--- src/mua_pkg.sv ---
// Shared constants for the MDIO user access channel
package mua_pkg;
	// ************************************************************
	// Register map
	// ************************************************************
	localparam logic [7:0] ADDR_ACCESS = 8'h00;
	localparam logic [7:0] ADDR_SELECT = 8'h04;
	localparam logic [7:0] ADDR_CTRL   = 8'h08;
	localparam logic [7:0] ADDR_STATUS = 8'h0C;
	localparam logic [7:0] ADDR_MASK   = 8'h10;
	// ************************************************************
	// Field positions
	// ************************************************************
	localparam int GO_BIT      = 31;
	localparam int DIR_BIT     = 30;
	localparam int ACK_BIT     = 29;
	localparam int REG_MSB     = 25;
	localparam int REG_LSB     = 21;
	localparam int PHY_MSB     = 20;
	localparam int PHY_LSB     = 16;
	localparam int DATA_MSB    = 15;
	localparam int LSEL_BIT    = 7;
	localparam int LIEN_BIT    = 6;
	localparam int MON_MSB     = 4;
	localparam int ENABLE_BIT  = 0;
	localparam int EVT_DONE    = 0;
	localparam int EVT_LINK    = 1;
	localparam int NUM_EVT     = 2;
	// ************************************************************
	// Reset values and frame constants
	// ************************************************************
	localparam logic [31:0] ACCESS_RST   = 32'h0000_0000;
	localparam logic [7:0]  SELECT_RST   = 8'h00;
	localparam logic [31:0] PREAMBLE     = 32'hFFFF_FFFF;
	localparam logic [1:0]  FRAME_START  = 2'h1;
	localparam logic [1:0]  OP_WRITE     = 2'h1;
	localparam logic [1:0]  OP_READ      = 2'h2;
	localparam logic [1:0]  TA_WRITE     = 2'h2;
	localparam logic [5:0]  LAST_BIT     = 6'h3F;
	localparam logic [5:0]  TA_LAST_BIT  = 6'h2F;
	localparam logic [5:0]  TA_FIRST_BIT = 6'h2E;
	localparam logic [4:0]  STATUS_REG   = 5'h01;
	localparam int          LINK_BIT     = 2;
	// ************************************************************
	// Timing
	// ************************************************************
	localparam int CLK_PERIOD_NS = 10;
	localparam int MDC_PERIOD_NS = 400;
	localparam int MDC_HALF_CYC  = MDC_PERIOD_NS / (2 * CLK_PERIOD_NS);
	typedef enum logic [1:0] {MUA_IDLE, MUA_USER, MUA_POLL} mua_state_t;
endpackage

--- src/mua_sync.sv ---
// Three-stage pin synchroniser that accepts a change once two stages agree
`timescale 1ns/1ps
module mua_sync (
	input  wire logic core_clk,
	input  wire logic rst_n,
	input  wire logic ce,
	input  wire logic pin,
	output logic      level
);
	logic s1;
	logic s2;
	logic s3;
	always_ff @(posedge core_clk or negedge rst_n) begin
		if (!rst_n) begin
			s1 <= 1'b1;
			s2 <= 1'b1;
			s3 <= 1'b1;
		end else if (ce) begin
			s1 <= pin;
			s2 <= s1;
			s3 <= s2;
		end
	end
	// Only the later two stages feed the decision
	always_ff @(posedge core_clk or negedge rst_n) begin
		if (!rst_n) begin
			level <= 1'b1;
		end else if (ce && s2 == s3) begin
			level <= s3;
		end
	end
endmodule

--- src/mua_sticky.sv ---
// Sticky event bit: a set in the clearing cycle wins
`timescale 1ns/1ps
module mua_sticky (
	input  wire logic core_clk,
	input  wire logic rst_n,
	input  wire logic ce,
	input  wire logic set,
	input  wire logic clr,
	output logic      flag
);
	always_ff @(posedge core_clk or negedge rst_n) begin
		if (!rst_n) begin
			flag <= 1'b0;
		end else if (ce) begin
			if (set) begin
				flag <= 1'b1;
			end else if (clr) begin
				flag <= 1'b0;
			end
		end
	end
endmodule

--- src/mua_channel.sv ---
// MDIO user access channel: registers, frame engine, link monitor, interrupt
`timescale 1ns/1ps
module mua_channel #(
	parameter int MDC_HALF = mua_pkg::MDC_HALF_CYC
) (
	input  wire logic        core_clk,
	input  wire logic        rstn,
	input  wire logic        ce,
	input  wire logic [7:0]  addr,
	input  wire logic [31:0] wdata,
	input  wire logic        wr,
	input  wire logic        rd,
	output logic [31:0]      rdata,
	output logic             irq,
	output logic             mdc,
	output logic             mdio_out,
	output logic             mdio_oe,
	input  wire logic        mdio_in
);
	// The synchroniser settles four cycles after an MDC edge, so a half period
	// shorter than five would sample the previous bit
	if (MDC_HALF < 5 || MDC_HALF > 255) begin
		$error("MDC_HALF must lie in 5..255");
	end
	// ************************************************************
	// Reset release
	// ************************************************************
	logic rst_a;
	logic rst_n;
	always_ff @(posedge core_clk or negedge rstn) begin
		if (!rstn) begin
			rst_a <= 1'b0;
			rst_n <= 1'b0;
		end else begin
			rst_a <= 1'b1;
			rst_n <= rst_a;
		end
	end
	// ************************************************************
	// Registers
	// ************************************************************
	logic                    go;
	logic                    dir;
	logic                    ack;
	logic [4:0]              phy_reg_number;
	logic [4:0]              phy_target_addr;
	logic [15:0]             data;
	logic                    link_source_select;
	logic                    link_irq_enable;
	logic [4:0]              monitored_phy_addr;
	logic                    enable;
	logic [mua_pkg::NUM_EVT-1:0] mask;
	logic [mua_pkg::NUM_EVT-1:0] status;
	logic                    user_done;
	logic                    poll_done;
	logic                    link_evt;
	logic [15:0]             rx_shift;
	logic                    rx_ack;
	logic                    wr_access;
	logic                    wr_select;
	assign wr_access = ce && wr && addr == mua_pkg::ADDR_ACCESS;
	assign wr_select = ce && wr && addr == mua_pkg::ADDR_SELECT;
	// Go: set only by an allowed write, cleared by completion
	always_ff @(posedge core_clk or negedge rst_n) begin
		if (!rst_n) begin
			go <= 1'b0;
		end else if (ce) begin
			if (user_done) begin
				go <= 1'b0;
			end else if (wr_access && !go && wdata[mua_pkg::GO_BIT] && enable) begin
				go <= 1'b1;
			end
		end
	end
	// Fields freeze while an access is pending so the frame cannot tear
	always_ff @(posedge core_clk or negedge rst_n) begin
		if (!rst_n) begin
			dir             <= mua_pkg::ACCESS_RST[mua_pkg::DIR_BIT];
			ack             <= mua_pkg::ACCESS_RST[mua_pkg::ACK_BIT];
			phy_reg_number  <= mua_pkg::ACCESS_RST[mua_pkg::REG_MSB:mua_pkg::REG_LSB];
			phy_target_addr <= mua_pkg::ACCESS_RST[mua_pkg::PHY_MSB:mua_pkg::PHY_LSB];
			data            <= mua_pkg::ACCESS_RST[mua_pkg::DATA_MSB:0];
		end else if (ce) begin
			if (user_done) begin
				ack <= !dir && rx_ack;
				if (!dir) begin
					data <= rx_shift;
				end
			end else if (wr_access && !go) begin
				dir             <= wdata[mua_pkg::DIR_BIT];
				ack             <= wdata[mua_pkg::ACK_BIT];
				phy_reg_number  <= wdata[mua_pkg::REG_MSB:mua_pkg::REG_LSB];
				phy_target_addr <= wdata[mua_pkg::PHY_MSB:mua_pkg::PHY_LSB];
				data            <= wdata[mua_pkg::DATA_MSB:0];
			end
		end
	end
	always_ff @(posedge core_clk or negedge rst_n) begin
		if (!rst_n) begin
			link_source_select <= mua_pkg::SELECT_RST[mua_pkg::LSEL_BIT];
			link_irq_enable    <= mua_pkg::SELECT_RST[mua_pkg::LIEN_BIT];
			monitored_phy_addr <= mua_pkg::SELECT_RST[mua_pkg::MON_MSB:0];
		end else if (wr_select) begin
			link_source_select <= wdata[mua_pkg::LSEL_BIT];
			link_irq_enable    <= wdata[mua_pkg::LIEN_BIT];
			monitored_phy_addr <= wdata[mua_pkg::MON_MSB:0];
		end
	end
	always_ff @(posedge core_clk or negedge rst_n) begin
		if (!rst_n) begin
			enable <= 1'b0;
			mask   <= '0;
		end else if (ce && wr) begin
			if (addr == mua_pkg::ADDR_CTRL) begin
				enable <= wdata[mua_pkg::ENABLE_BIT];
			end
			if (addr == mua_pkg::ADDR_MASK) begin
				mask <= wdata[mua_pkg::NUM_EVT-1:0];
			end
		end
	end
	// ************************************************************
	// Read port
	// ************************************************************
	logic [31:0] next_rdata;
	always_comb begin
		next_rdata = '0;
		unique case (addr)
			mua_pkg::ADDR_ACCESS: begin
				next_rdata[mua_pkg::GO_BIT]                    = go;
				next_rdata[mua_pkg::DIR_BIT]                   = dir;
				next_rdata[mua_pkg::ACK_BIT]                   = ack;
				next_rdata[mua_pkg::REG_MSB:mua_pkg::REG_LSB]  = phy_reg_number;
				next_rdata[mua_pkg::PHY_MSB:mua_pkg::PHY_LSB]  = phy_target_addr;
				next_rdata[mua_pkg::DATA_MSB:0]                = data;
			end
			mua_pkg::ADDR_SELECT: begin
				next_rdata[mua_pkg::LSEL_BIT]   = link_source_select;
				next_rdata[mua_pkg::LIEN_BIT]   = link_irq_enable;
				next_rdata[mua_pkg::MON_MSB:0]  = monitored_phy_addr;
			end
			mua_pkg::ADDR_CTRL: next_rdata[mua_pkg::ENABLE_BIT] = enable;
			mua_pkg::ADDR_STATUS: next_rdata[mua_pkg::NUM_EVT-1:0] = status;
			mua_pkg::ADDR_MASK: next_rdata[mua_pkg::NUM_EVT-1:0] = mask;
			default: next_rdata = '0;
		endcase
	end
	always_ff @(posedge core_clk or negedge rst_n) begin
		if (!rst_n) begin
			rdata <= '0;
		end else if (ce) begin
			rdata <= rd ? next_rdata : '0;
		end
	end
	// ************************************************************
	// Interrupts
	// ************************************************************
	logic stat_clr;
	assign stat_clr = rd && addr == mua_pkg::ADDR_STATUS;
	mua_sticky u_done_evt (
		.core_clk (core_clk),
		.rst_n    (rst_n),
		.ce       (ce),
		.set      (user_done),
		.clr      (stat_clr),
		.flag     (status[mua_pkg::EVT_DONE])
	);
	mua_sticky u_link_evt (
		.core_clk (core_clk),
		.rst_n    (rst_n),
		.ce       (ce),
		.set      (link_evt),
		.clr      (stat_clr),
		.flag     (status[mua_pkg::EVT_LINK])
	);
	assign irq = |(status & mask);
	// ************************************************************
	// Frame engine
	// ************************************************************
	mua_pkg::mua_state_t state;
	logic       mdio_sync;
	logic [7:0] div;
	logic [5:0] bit_idx;
	logic [63:0] tx_shift;
	logic        half_tick;
	logic        frame_end;
	logic        frame_read;
	mua_sync u_mdio_sync (
		.core_clk (core_clk),
		.rst_n    (rst_n),
		.ce       (ce),
		.pin      (mdio_in),
		.level    (mdio_sync)
	);
	assign half_tick  = state != mua_pkg::MUA_IDLE && div == 8'(MDC_HALF - 1);
	assign frame_end  = half_tick && mdc && bit_idx == mua_pkg::LAST_BIT;
	assign frame_read = state == mua_pkg::MUA_POLL || !dir;
	assign user_done  = frame_end && state == mua_pkg::MUA_USER;
	assign poll_done  = frame_end && state == mua_pkg::MUA_POLL;
	// The user request outranks link polling; polling only fills idle time
	always_ff @(posedge core_clk or negedge rst_n) begin
		if (!rst_n) begin
			state    <= mua_pkg::MUA_IDLE;
			tx_shift <= '0;
		end else if (ce) begin
			unique case (state)
				mua_pkg::MUA_IDLE: begin
					if (go) begin
						state    <= mua_pkg::MUA_USER;
						tx_shift <= {mua_pkg::PREAMBLE, mua_pkg::FRAME_START,
							dir ? mua_pkg::OP_WRITE : mua_pkg::OP_READ,
							phy_target_addr, phy_reg_number,
							mua_pkg::TA_WRITE, data};
					end else if (enable) begin
						state    <= mua_pkg::MUA_POLL;
						tx_shift <= {mua_pkg::PREAMBLE, mua_pkg::FRAME_START,
							mua_pkg::OP_READ, monitored_phy_addr,
							mua_pkg::STATUS_REG, mua_pkg::TA_WRITE, 16'h0000};
					end
				end
				mua_pkg::MUA_USER, mua_pkg::MUA_POLL: begin
					if (frame_end) begin
						state <= mua_pkg::MUA_IDLE;
					end else if (half_tick && mdc) begin
						tx_shift <= {tx_shift[62:0], 1'b0};
					end
				end
				default: state <= mua_pkg::MUA_IDLE;
			endcase
		end
	end
	always_ff @(posedge core_clk or negedge rst_n) begin
		if (!rst_n) begin
			div     <= '0;
			mdc     <= 1'b0;
			bit_idx <= '0;
		end else if (ce) begin
			if (state == mua_pkg::MUA_IDLE) begin
				div     <= '0;
				mdc     <= 1'b0;
				bit_idx <= '0;
			end else if (half_tick) begin
				div <= '0;
				mdc <= !mdc;
				if (mdc) begin
					bit_idx <= bit_idx + 6'h01;
				end
			end else begin
				div <= div + 8'h01;
			end
		end
	end
	// Sample on the rising MDC half; PHY drives the second turnaround bit low to acknowledge
	always_ff @(posedge core_clk or negedge rst_n) begin
		if (!rst_n) begin
			rx_shift <= '0;
			rx_ack   <= 1'b0;
		end else if (ce && half_tick && !mdc) begin
			if (bit_idx == mua_pkg::TA_LAST_BIT) begin
				rx_ack <= !mdio_sync;
			end else if (bit_idx > mua_pkg::TA_LAST_BIT) begin
				rx_shift <= {rx_shift[14:0], mdio_sync};
			end
		end
	end
	always_ff @(posedge core_clk or negedge rst_n) begin
		if (!rst_n) begin
			mdio_out <= 1'b1;
			mdio_oe  <= 1'b0;
		end else if (ce) begin
			mdio_out <= tx_shift[63];
			mdio_oe  <= state != mua_pkg::MUA_IDLE &&
				!(frame_read && bit_idx >= mua_pkg::TA_FIRST_BIT);
		end
	end
	// ************************************************************
	// Link monitor
	// ************************************************************
	logic link_up;
	logic link_valid;
	always_ff @(posedge core_clk or negedge rst_n) begin
		if (!rst_n) begin
			link_up    <= 1'b0;
			link_valid <= 1'b0;
		end else if (ce) begin
			if (wr_select) begin
				link_valid <= 1'b0;
			end else if (poll_done && rx_ack) begin
				link_up    <= rx_shift[mua_pkg::LINK_BIT];
				link_valid <= 1'b1;
			end
		end
	end
	assign link_evt = poll_done && rx_ack && link_valid && link_irq_enable &&
		rx_shift[mua_pkg::LINK_BIT] != link_up;
endmodule

--- config.mk ---
export PLATFORM = sky130hd
export DESIGN_NAME = mua_channel
export DESIGN_NICKNAME = d
export VERILOG_FILES = /design/src/mua_pkg.sv /design/src/mua_sync.sv /design/src/mua_sticky.sv /design/src/mua_channel.sv
export SDC_FILE = /design/constraint.sdc
export NUM_CORES = 1
export LEC_CHECK = 0
export BUFFER_PORTS_ARGS = -buffer_cell sky130_fd_sc_hd__clkbuf_2
export CAP_MARGIN = 20
export CORE_AREA = 4 4 137 139
export DETAILED_ROUTE_END_ITERATION = 12
export DIE_AREA = 0 0 141 143
export GPL_ROUTABILITY_DRIVEN = 0
export GPL_TIMING_DRIVEN = 0
export PLACE_DENSITY_LB_ADDON = 0.25
export SYNTH_ARGS = -nofsm -noshare
export SYNTH_HDL_FRONTEND = slang
export SYNTH_HIERARCHICAL = 1
export SYNTH_SLANG_ARGS = --single-unit
export TNS_END_PERCENT = 100
--- constraint.sdc ---
create_clock -name core_clk -period 14.45 [get_ports core_clk]
set_clock_uncertainty 0.2 [all_clocks]
set_input_delay 2.1675 -clock core_clk [delete_from_list [all_inputs] [get_ports core_clk]]
set_output_delay 2.1675 -clock core_clk [all_outputs]
set_load 0.01 [all_outputs]
Word-level counts from Yosys, hierarchy flattened:

Cells that the tools add are included.

* magnitude comparators: 2
* bitwise operators: 4
* add/subtract/negate cells: 2
* equal/unequal tests: 16
* muxes and demuxes: 37
* reductions and logical operators: 57

Operator list (number)
* two-way mux 64 bit: 4
* one-hot mux 64 bit (2 select lines): 1
* two-way mux 16 bit: 3
* two-way mux 32 bit: 1
* logical AND 1 bit: 22
* two-way mux 18 bit: 1
* two-way mux 6 bit: 3
* AND reduction 2 bit: 9
* AND reduction 3 bit: 6
* nonzero test 2 bit: 9
* equality test 8 x 4 -> 1 bit (second input constant): 2
* equality test 8 x 5 -> 1 bit (second input constant): 2
* two-way mux 8 bit: 2
* equality test 6 bit (second input constant): 2
* two-way mux 1 bit: 12
* adder 8 x 1 -> 8 bit (second input constant): 1
* equality test 8 x 3 -> 1 bit (second input constant): 1
* logical NOT 8 bit: 1
* two-way mux 2 bit: 4
* != test 2 bit (second input constant): 4
* one-hot mux 2 bit (2 select lines): 2
* adder 6 x 1 -> 6 bit (second input constant): 1
* >= comparator 6 bit (second input constant): 1
* greater-than comparator 6 bit (second input constant): 1
* other kinds (16): 23

* output and inout bits: 36
* bits in registers: 181
* input port bits: 46

Logic depth before layout (Yosys ltp):

Gate-level depths: netlist (run 1).

* word-level depth: 11
* gate-level depth with buffers: 9
* depth with buffers taken out: 7

Cells and area by module:

The synthesis (run 1) kept the hierarchy.

By module, submodules not included
* mua_channel: times used 1, cells each 681, area each 7537.2 um2, sequential area each 4305.4 um2
* mua_sync: times used 1, cells each 10, area each 161.4 um2, sequential area each 105.1 um2
* mua_sticky: times used 2, cells each 3, area each 37.5 um2, sequential area each 25.0 um2

Worst setup path after synthesis (run 1):

OpenSTA, ideal clock, no wires.

* path kind: input to register
* from: input addr[1]
* to: register dir
* slack: 10.602 ns
* stages on the path: 6
* arrival: 3.521 ns
* setup time: 0.128 ns
* path through: nor4_1 and4bb_2 nand2b_1 buf_6 buf_6 mux2_1

* word-level cells in the longest chain between the ends: 4

RTL lines
* from (decl): line mua_channel.sv:9 `input wire logic [7:0] addr,`
* logical NOT 8 bit: line mua_channel.sv:61 `assign wr_access = ce && wr && addr == mua_pkg::ADDR_ACCESS;`
* logical AND 1 bit: line mua_channel.sv:61
* logical AND 1 bit: line mua_channel.sv:89 `end else if (wr_access && !go) begin`
* AND reduction 3 bit (no line)
* to (signal assigned): line mua_channel.sv:78 `dir <= mua_pkg::ACCESS_RST[mua_pkg::DIR_BIT];`
* to (signal assigned): line mua_channel.sv:90 `dir <= wdata[mua_pkg::DIR_BIT];`
* to (decl): line mua_channel.sv:43 `logic dir;`

Every way passes these cells.
A chain may end at the register's enable or synchronous reset.

Final worst setup path (run 1):

* from: input ce
* to: register tx_shift[34]

* word-level cells in the longest chain between the ends: 1

RTL lines
* from (decl): line mua_channel.sv:8 `input wire logic ce,`
* AND reduction 5 bit (no line)
* to (signal assigned): line mua_channel.sv:210 `tx_shift <= {mua_pkg::PREAMBLE, mua_pkg::FRAME_START,`
* to (signal assigned): line mua_channel.sv:216 `tx_shift <= {mua_pkg::PREAMBLE, mua_pkg::FRAME_START,`
* to (signal assigned): line mua_channel.sv:225 `tx_shift <= {tx_shift[62:0], 1'b0};`
* to (decl): line mua_channel.sv:184 `logic [63:0] tx_shift;`

Every way passes these cells.

==> metrics.txt, run 1 <==
status finished clean; setup_tns 0 ns; sequential power share about 48%; maximum vdd drop 0.09243 mV; initial antenna violation count 0; post-synthesis cell type count 55; antenna-violating nets left 0; Initial Util between 40% and 50%; Final HPWL DP roughly 13000 um; worst min path class reg -> reg; clk sinks 178; Seq cells post-synth between 150 and 200; Gates resized, CTS repair 0; Core Area around 0.018 sq mm; Reg clk slew, reported paths 0.06 ns; Total Routing Usage GR 19.16%; setup violators final 0; vias per cell roughly 5.5; final hold vios 0; drt pass-1 iters 5; WL/cell around 18 um; yosys warns 6; DP Area around 0.0085 sq mm; synth top area cells dfrtp_1 56%, nor2_1 5.5%, mux2_2 5.4%, a21oi_1 3.7%, a22o_1 3.2%; I/O Buffers between 70 and 80; vias 5733; Syn Area/Cell about 11 sq um; root buf cell clkbuf_16; Ports 82; share of the synthesized area in the top cell type between 50 and 60%; htree depth 4; Clk Latency, worst-skew pair roughly 0.43 ns; Sw Share 28.48%; vias in the first global route around 5900; top-count cell post-synth dfrtp_1; Leak Pwr roughly 0.0044 uW; TritonCTS Buffers 17; final net count 845; number of enable flip-flop cells after synthesis 0; largest net degree at the start of global routing 71; WL final between 15000 and 20000 um; crit end category flop; CP arrival around 4.4 ns; antenna cells 0; gr ovfl total 0; Data required, critical path between 10 and 15 ns; RSZ-0062 raised after global routing no; cell type with the largest total area after synthesis dfrtp_1; Clock power frac between 30% and 40%; Min Clock Period, post-route 4.289 ns; DIE WIDTH 141 um; synth cell count leaders 173 x dfrtp_1, 113 x nor2_1, 58 x a21oi_1, 37 x mux2_2, 33 x nand2_1; Die Ht 143 um; fmax 233.2 MHz; area grow syn2layout 16.69%; Power Dens Cells between 100 and 150 mW/mm^2; register area share after synthesis a little under three fifths; Mapped Area ~0.0078 sq mm; die area between 0.02 and 0.025 sq mm; FFs w/ async S/R, synth 100.0%; Crit Path Max Fanout 13; initial DRC count 398; # fillers 1572; Synth Instances ~700; DRC violations left 0; P_sw around 350 uW; Setup crit start kind input port; Logic pwr share around 15%; P_int slightly below 900 uW; cts-stage hold buffer count 0; fin. max-slew vios 0; Rows 49; measured slew at the worst slew-check pin roughly 0.7 ns; period utilization between 20 and 30%; Worst slew margin ~52%; postcts setup bufs 0; first-pass GRT wire length 30570 um; CTS tree yes; Main synth FF type dfrtp_1; critical path class in -> reg; max-cap violations 0; Max clock buf depth 2; Final Cell Area just over 0.009 sq mm; share of cells above drive strength 1 between 20% and 30%
[cell families after synthesis]
kind of cell | synth area share (%)
other cells | 0.09661
xor+xnor | 0.7887
compound gates | 16.19
fa+ha+maj | 0.9657
buf+inv | 3.686
mux | 8.772
flops | 57.38
simple gates | 12.12
[power by group through the flow]
stage | clock [uW] | combinational (uW) | sequential, uW
after detailed placement | 0 | 187 | 599
after global routing | 484 | 210 | 596
after global placement | 0 | 170 | 602
after floorplan | 0 | 132 | 593
after CTS | 463 | 188 | 589
final | 455 | 188 | 589
[layout by cell type, fill, tap and decap left out, types with 4 or more instances in the layout]
master,count
nor4_1,5
mux2_1,12
dfstp_2,5
buf_4,5
mux2i_1,13
nand3_1,15
a22oi_1,20
and3_1,5
buf_2,10
o21ai_0,21
nand4_1,5
nor2_1,113
nand2_1,33
o2bb2ai_1,7
o22a_1,16
clkbuf_2,72
clkbuf_16,17
mux2_2,37
a21oi_1,58
a22o_1,28
xor2_1,5
buf_6,4
dfrtp_1,172
clkinv_2,6
conb_1,4
o21a_1,16
clkbuf_1,29
ha_1,6
inv_1,12
[critical path, cell delays in order]
cell and delay [ns]:
clkbuf_2 0.24, buf_2 0.32, nand2b_1 0.24, nor4_1 0.47
nand3_1 0.39, clkbuf_1 0.33, nor2_1 0.17, a21oi_1 0.06
[final cells by class]
class,instances,area [sq um],share of cell area [%]
plain buffers,47,237.7,2.621
flip-flops and latches,178,4464,49.21
clock buffers,19,442.9,4.883
repair buffers,75,422.9,4.662
inverters,13,48.80,0.5379
well taps,229,286.5,3.159
clock inverters,13,133.9,1.476
multi-input cells,461,3034,33.45
[routing by layer]
metal	track usage (%)	vias up	wire length, um
li1	-	2678	-
met2	32.99	136	9250
met3	4.220	23	763
met1	24.33	2896	8095
met4	5.966	0	246
met5	0	-	0
[stage by stage]
stage                     util (%)  cells  worst slack [ns]  hold WS, ns  total power, uW
final                        51.37   1035             10.16       0.1521             1232
after floorplan                  -    699             8.932       0.1312            724.7
after global routing         51.37   1035             9.858       0.1577             1290
after CTS                    51.33   1034             10.18       0.1546             1240
after global placement       47.73   1000             7.180       0.1360            772.1
after detailed placement     48.07   1002             9.733       0.1395            785.5
[path summary, 6_finish.rpt]
path	start	to	slack, ns	cells past startpoint
max	ce	tx_shift[34]	10.16	8
min	rst_a	rst_n	0.15	0
max reg2reg	div[0]	tx_shift[34]	11.62	7
min reg2reg	rst_a	rst_n	0.15	0
max in group asynchronous	rstn	rst_n	12.63	1
min in group asynchronous	rst_n	rdata[15]	0.17	0
[registers in the layout, summed over array words and instances (netlist names), 2 cells and up]
signal and flops:
tx_shift 64, rdata 29, data 16, rx_shift 16
div 8, bit_idx 6, monitored_phy_addr 5, phy_reg_number 5
phy_target_addr 5, mask 2, state 2
No activity file was read; power rests on OpenSTA's default activity.
==> run 2, diff against run 1 <==
Clock period 14.45 ns to 4.15 ns, I/O delays scaled along.
==> metrics.txt, run 2 (synthesized netlist as in run 1, its figures left out) <==
CP arrival 2.82 ns (-1.56 ns); DIE WIDTH 141 um (unchanged); setup_tns 0 ns (unchanged); antenna cells 0 (unchanged); worst min path class reg -> async; setup violators final 0 (unchanged); Min Clock Period, post-route ~2.7 ns; initial antenna violation count 0 (unchanged); DP Cell Count 1002 (unchanged); Power Dens Cells 495.1 mW/mm^2 (+260%); fmax approximately 370 MHz; Clk Latency, worst-skew pair 0.43 ns (about the same); Gates resized, CTS repair 0 (unchanged); footprint of the multi-input gates 0.003034 sq mm (unchanged); Die Ht 143 um (unchanged); drt pass-1 iters 5 (unchanged); Final HPWL DP 12990 um (-0.84%); Slowest Stage Delay on Critical Path 0.52 ns (+0.05 ns); period utilization about two thirds; gr ovfl total 0 (unchanged); Leak Pwr 0.004471 uW (+0.96%); clk sinks 178 (unchanged); fin. max-slew vios 0 (unchanged); Cell Chain, Critical Path ha_1, nand4bb_2, nor4_1, nand3_1, clkbuf_1, nor2_1, a21oi_1; postcts setup bufs 0 (unchanged); Max clock buf depth 2 (unchanged); I/O Buffers 72 (unchanged); root buf cell clkbuf_16; max-cap violations 0 (unchanged); first-pass GRT wire length 30460 um (-0.34%); WL/cell 17.74 um (about the same); final hold vios 0 (unchanged); Data required, critical path 4.24 ns (-10.30 ns); crit end category flop; Setup crit start kind flop; most frequent cells in the layout 172 x dfrtp_1, 113 x nor2_1, 72 x clkbuf_2, 58 x a21oi_1, 37 x mux2_2; Initial Util 44.03% (unchanged); non-filler cells, final 1036 (+0.097%); cts-stage hold buffer count 1 (+1); largest net degree at the start of global routing 74 (+4.2%); vias per cell 5.581 (+0.76%); Largest Register tx_shift; TritonCTS Buffers 17 (unchanged); antenna-violating nets left 0 (unchanged); maximum vdd drop 0.3507 mV (+280%); Rows 49 (unchanged); status finished clean; Layout Utilization 52.03% (+0.65 points); Crit Path Max Fanout 10 (-3); measured slew at the worst slew-check pin 0.7035 ns (-0.01035 ns); Core Area 0.01766 sq mm (unchanged); die area 0.02016 sq mm (unchanged); CTS tree yes; area grow syn2layout 18.17%; DRC violations left 0 (unchanged); Total Routing Usage GR 18.98% (-0.19 points); share of cells above drive strength 1 22.06% (-0.027 points); Reg clk slew, reported paths 0.06 ns (about the same); critical path class reg -> reg; max reg flops 64 (unchanged); biggest regs tx_shift (64), rdata (29); # fillers 1604 (+2.0%); Ports 82 (unchanged); Worst slew margin 53.10% (+0.81 points); register area 0.004464 sq mm (unchanged); vias in the first global route 5874 (-0.69%); final net count 846 (+0.12%); vias 5782 (+0.85%); Crit-path slowest cell nor4_1; most common cell after layout, fill and taps aside dfrtp_1; RSZ-0062 raised after global routing no; WL final 18380 um (+0.10%); initial DRC count 481 (+21%); htree depth 4 (unchanged)
==> run 2: final timing paths <==
path                       slack (ns)  depth (start not counted)   start            endpoint
setup / recovery                 1.42                          7  div[0]        tx_shift[40]
hold reg to reg                  0.10                          0   rst_n  phy_target_addr[4]
min in group core_clk            0.15                          0   rst_a               rst_n
setup reg to reg                 1.42                          7  div[0]        tx_shift[40]
max in group asynchronous        2.89                          1   rst_n            mdio_out
hold / removal                   0.10                          0   rst_n  phy_target_addr[4]
==> run 2: per-layer routing <==
metal  vias to the layer above  track usage [%]  routed length [um]
li1                       2692                -                   -
met1                      2919            25.06                8127
met2                       151            31.43                9123
met3                        20            4.421                 804
met4                         0            5.813                 320
met5                         -                0                   0
==> run 2: final cells by class <==
class	count	share of cell area [%]
flip-flops and latches	178	48.60
clock buffers	20	4.971
multi-input cells	461	33.03
inverters	13	0.5312
repair buffers	76	4.713
well taps	229	3.119
plain buffers	47	2.588
clock inverters	12	2.452
==> run 2: through the flow <==
step | hold WS, ns | power (uW) | cell area, sq um | worst slack [ns]
2_1_floorplan | 0.1269 | 2523 | 7782 | 1.015
3_3_place_gp | 0.1357 | 2689 | 8429 | 0.06196
3_5_place_dp | 0.1099 | 2731 | 8487 | 1.034
4_1_cts | 0.1160 | 4577 | 9179 | 1.108
5_1_grt | 0.1381 | 4760 | 9186 | 1.086
6_report | 0.1006 | 4548 | 9186 | 1.421
==> run 2: worst max-delay path: cells and delay by family, from the launching register on <==
family / cells / cell delay [ns]
AOI/OAI and AO/OA: 1 / 0.06
and+or+nand+nor: 4 / 1.36
buffers and inverters: 1 / 0.33
DFF: 1 / 0.41
adders and majority gates: 1 / 0.23
==> run 2: power by group <==
| group | switching (uW) | internal, uW |
|---|---|---|
| clock | 679 | 1170 |
| sequential | 130 | 1920 |
| combinational | 407 | 246 |
==> run 3, diff against run 2 <==
Settings changed: ABC_AREA set to 1, CORE_AREA 4 4 137 139 to 4 4 140 142, DIE_AREA 0 0 141 143 to 0 0 144 146.
Clock period 4.15 ns to 2.48 ns, I/O delays scaled along.
==> metrics.txt, run 3 <==
maximum vdd drop 0.6244 mV (+78%); Seq cells post-synth 178 (unchanged); Crit Path Max Fanout 10 (unchanged); Main synth FF type dfrtp_1; status finished clean; antenna-violating nets left 0 (unchanged); max reg flops 64 (unchanged); most frequent cells in the layout 278 x nand2_1, 172 x dfrtp_1, 103 x nor2_1, 81 x clkbuf_2, 73 x inv_1; Slowest Stage Delay on Critical Path 0.39 ns (-0.13 ns); initial antenna violation count 0 (unchanged); max-cap violations 0 (unchanged); Final HPWL DP 14310 um (+10%); Buf+Inv Stages, Crit Path 5 (+4); CTS tree yes; worst min path class in -> reg; Min Clock Period, post-route 2.280 ns (-0.4493 ns); TritonCTS Buffers 17 (unchanged); RSZ-0062 raised after global routing no; vias 6638 (+15%); Initial Util 44.30% (+0.27 points); Worst R2R Start state[0]; Crit-path slowest cell clkbuf_1; drt pass-1 iters 6 (+1); fin. max-slew vios 0 (unchanged); fmax 438.6 MHz (+20%); Mapped Area 0.008175 sq mm (+5.2%); Ports 82 (unchanged); final hold vios 0 (unchanged); WL/cell 15.39 um (-13%); Rows 50 (+2.0%); most common cell after layout, fill and taps aside nand2_1; Largest Register tx_shift; area grow syn2layout 19.04%; gr ovfl total 0 (unchanged); synth top area cells dfrtp_1 53%, nand2_1 13%, nor2_1 4.8%, inv_1 3.4%, o21ai_1 3.1%; non-filler cells, final 1305 (+26%); initial DRC count 530 (+10%); largest net degree at the start of global routing 60 (-19%); period utilization 91.92% (+26 points); Die Ht 146 um (+2.1%); register area share after synthesis 54.56% (-2.8 points); number of enable flip-flop cells after synthesis 0 (unchanged); Core Area 0.01846 sq mm (+4.5%); synth cell count leaders 278 x nand2_1, 173 x dfrtp_1, 104 x nor2_1, 74 x inv_1, 51 x o21ai_1; Clk Latency, worst-skew pair 0.43 ns (about the same); Worst slew margin 53.04% (-0.061 points); DP Area 0.008930 sq mm (+5.2%); setup violators final 0 (unchanged); critical path class reg -> reg; CP arrival 2.43 ns (-0.39 ns); cell depth of the worst setup path 8 (+1); root buf cell clkbuf_16; biggest regs tx_shift (64), rdata (29); Power Dens Cells 907.1 mW/mm^2 (+83%); yosys warns 6 (unchanged); measured slew at the worst slew-check pin 0.6971 ns (-0.006450 ns); DP Cell Count 1258 (+26%); reg-to-reg slack, setup 0.20 ns (-1.22 ns); Worst setup endpoint tx_shift[26]; clk sinks 178 (unchanged); share of cells above drive strength 1 16.71% (-5.3 points); die area 0.02102 sq mm (+4.3%); CP top delay family buffers and inverters; Leak Pwr 0.005001 uW (+12%); Min Hold Slack 0.01701 ns (-0.08361 ns); crit end category flop; worst r2r dst tx_shift[26]; Final Cell Area 0.009732 sq mm (+5.9%); Reg clk slew, reported paths 0.07 ns (about the same); I/O Buffers 75 (+4.2%); DRC violations left 0 (unchanged); post-synthesis cell type count 39 (-29%); WL final 20080 um (+9.3%); first-pass GRT wire length 33730 um (+11%); Total Routing Usage GR 20.11% (+1.1 points); Max clock buf depth 2 (unchanged); vias per cell 5.087 (-8.9%); final net count 1110 (+31%); vias in the first global route 6552 (+12%); htree depth 4 (unchanged); DIE WIDTH 144 um (+2.1%); Cell Chain, Critical Path inv_1, ha_1, clkbuf_1, inv_1, clkbuf_2, clkbuf_1, o21ai_0, o21ai_1; Setup crit start kind flop; top-count cell post-synth nand2_1; share of the synthesized area in the top cell type 52.95% (-2.7 points); antenna cells 0 (unchanged); FFs w/ async S/R, synth 100.0% (unchanged); Data required, critical path 2.63 ns (-1.61 ns); Syn Area/Cell 8.660 sq um (-22%); cell type with the largest total area after synthesis dfrtp_1; Synth Instances 944 (+35%); worst reg-to-reg path cell count 8 (+1); CP startpoint state[0]
## run 3: cell count changes after synthesis, sizes merged, moves of 8 or more
cell | before | now
nand2 | 33 | 281
a22o | 28 | 1
mux2 | 49 | 2
nor2 | 114 | 106
inv | 13 | 74
buf | 19 | 27
o21ai | 21 | 104
mux2i | 13 | 2
a21oi | 58 | 14
nand3 | 15 | 48
a32o | 0 | 22
o21a | 16 | 0
o22a | 16 | 0
## run 3: kinds of logic after synthesis
group	count (synthesis)	share of synthesized area (%)
simple gates	455	23.05
flops	178	54.56
compound gates	168	13.10
buf+inv	129	7.545
fa+ha+maj	6	0.9182
mux	4	0.5203
other cells	2	0.09186
xor+xnor	2	0.2143
## run 3: power breakdown
part	internal [uW]	leakage [uW]	total, uW	switching, uW
Sequential	3490	0.00227	3820	332
Combinational	811	0.00242	2090	1280
Clock	1730	0.000309	2920	1190
Total	6030	0.00500	8830	2800
## run 3: final cells by class
class,count,area [sq um]
Buffer,52,335.3
Timing Repair Buffer,93,598.1
Inverter,77,289.0
Clock buffer,18,439.2
Sequential cell,178,4464
Tap cell,234,292.8
Fill cell,1715,8723
Multi-Input combinational cell,639,3113
Clock inverter,14,200.2
## run 3: repair_timing
item                                    CTS  global route
setup buffers                             0             1
hold buffers                             14             0
endpoints found under the hold margin    15             0
endpoints found under the setup margin    0            83
gates resized for setup                   0            15
## run 3: through the flow
stage / TNS, ns / setup WS, ns / power, uW / utilization (%)
2_1_floorplan: 0 / 0.4495 / 5374 / -
3_3_place_gp: -43.43 / -0.2585 / 5856 / 47.98
3_5_place_dp: -2.407 / -0.1653 / 5935 / 48.39
4_1_cts: 0 / 0.01034 / 8866 / 52.61
5_1_grt: 0 / 0.01133 / 9343 / 52.73
6_report: 0 / 0.2003 / 8828 / 52.73
## run 3: routing by layer
layer | global-route usage [%] | vias to the layer above | share of wire [%]
met1 | 27.75 | 3204 | 47
met3 | 3.188 | 24 | 3.1
li1 | - | 3290 | -
met4 | 6.403 | 0 | 1.5
met5 | 0 | - | 0
met2 | 32.50 | 120 | 48
## run 3: tightest hold or removal path, cell delays in order
cell      delay, ns
clkbuf_2       0.08
inv_1          0.07
o21ai_0        0.09
## run 3: worst min path at each step
stage              from  cells after the start            endpoint  slack (ns)
2_1_floorplan      rstn                      0               rst_a       -0.12
3_3_place_gp       rstn                      1               rst_a       -0.04
3_5_place_dp       rstn                      1               rst_a       -0.04
4_1_cts        wdata[7]                      3  link_source_select       0.004
5_1_grt        wdata[7]                      3  link_source_select        0.03
6_report       wdata[7]                      3  link_source_select        0.02
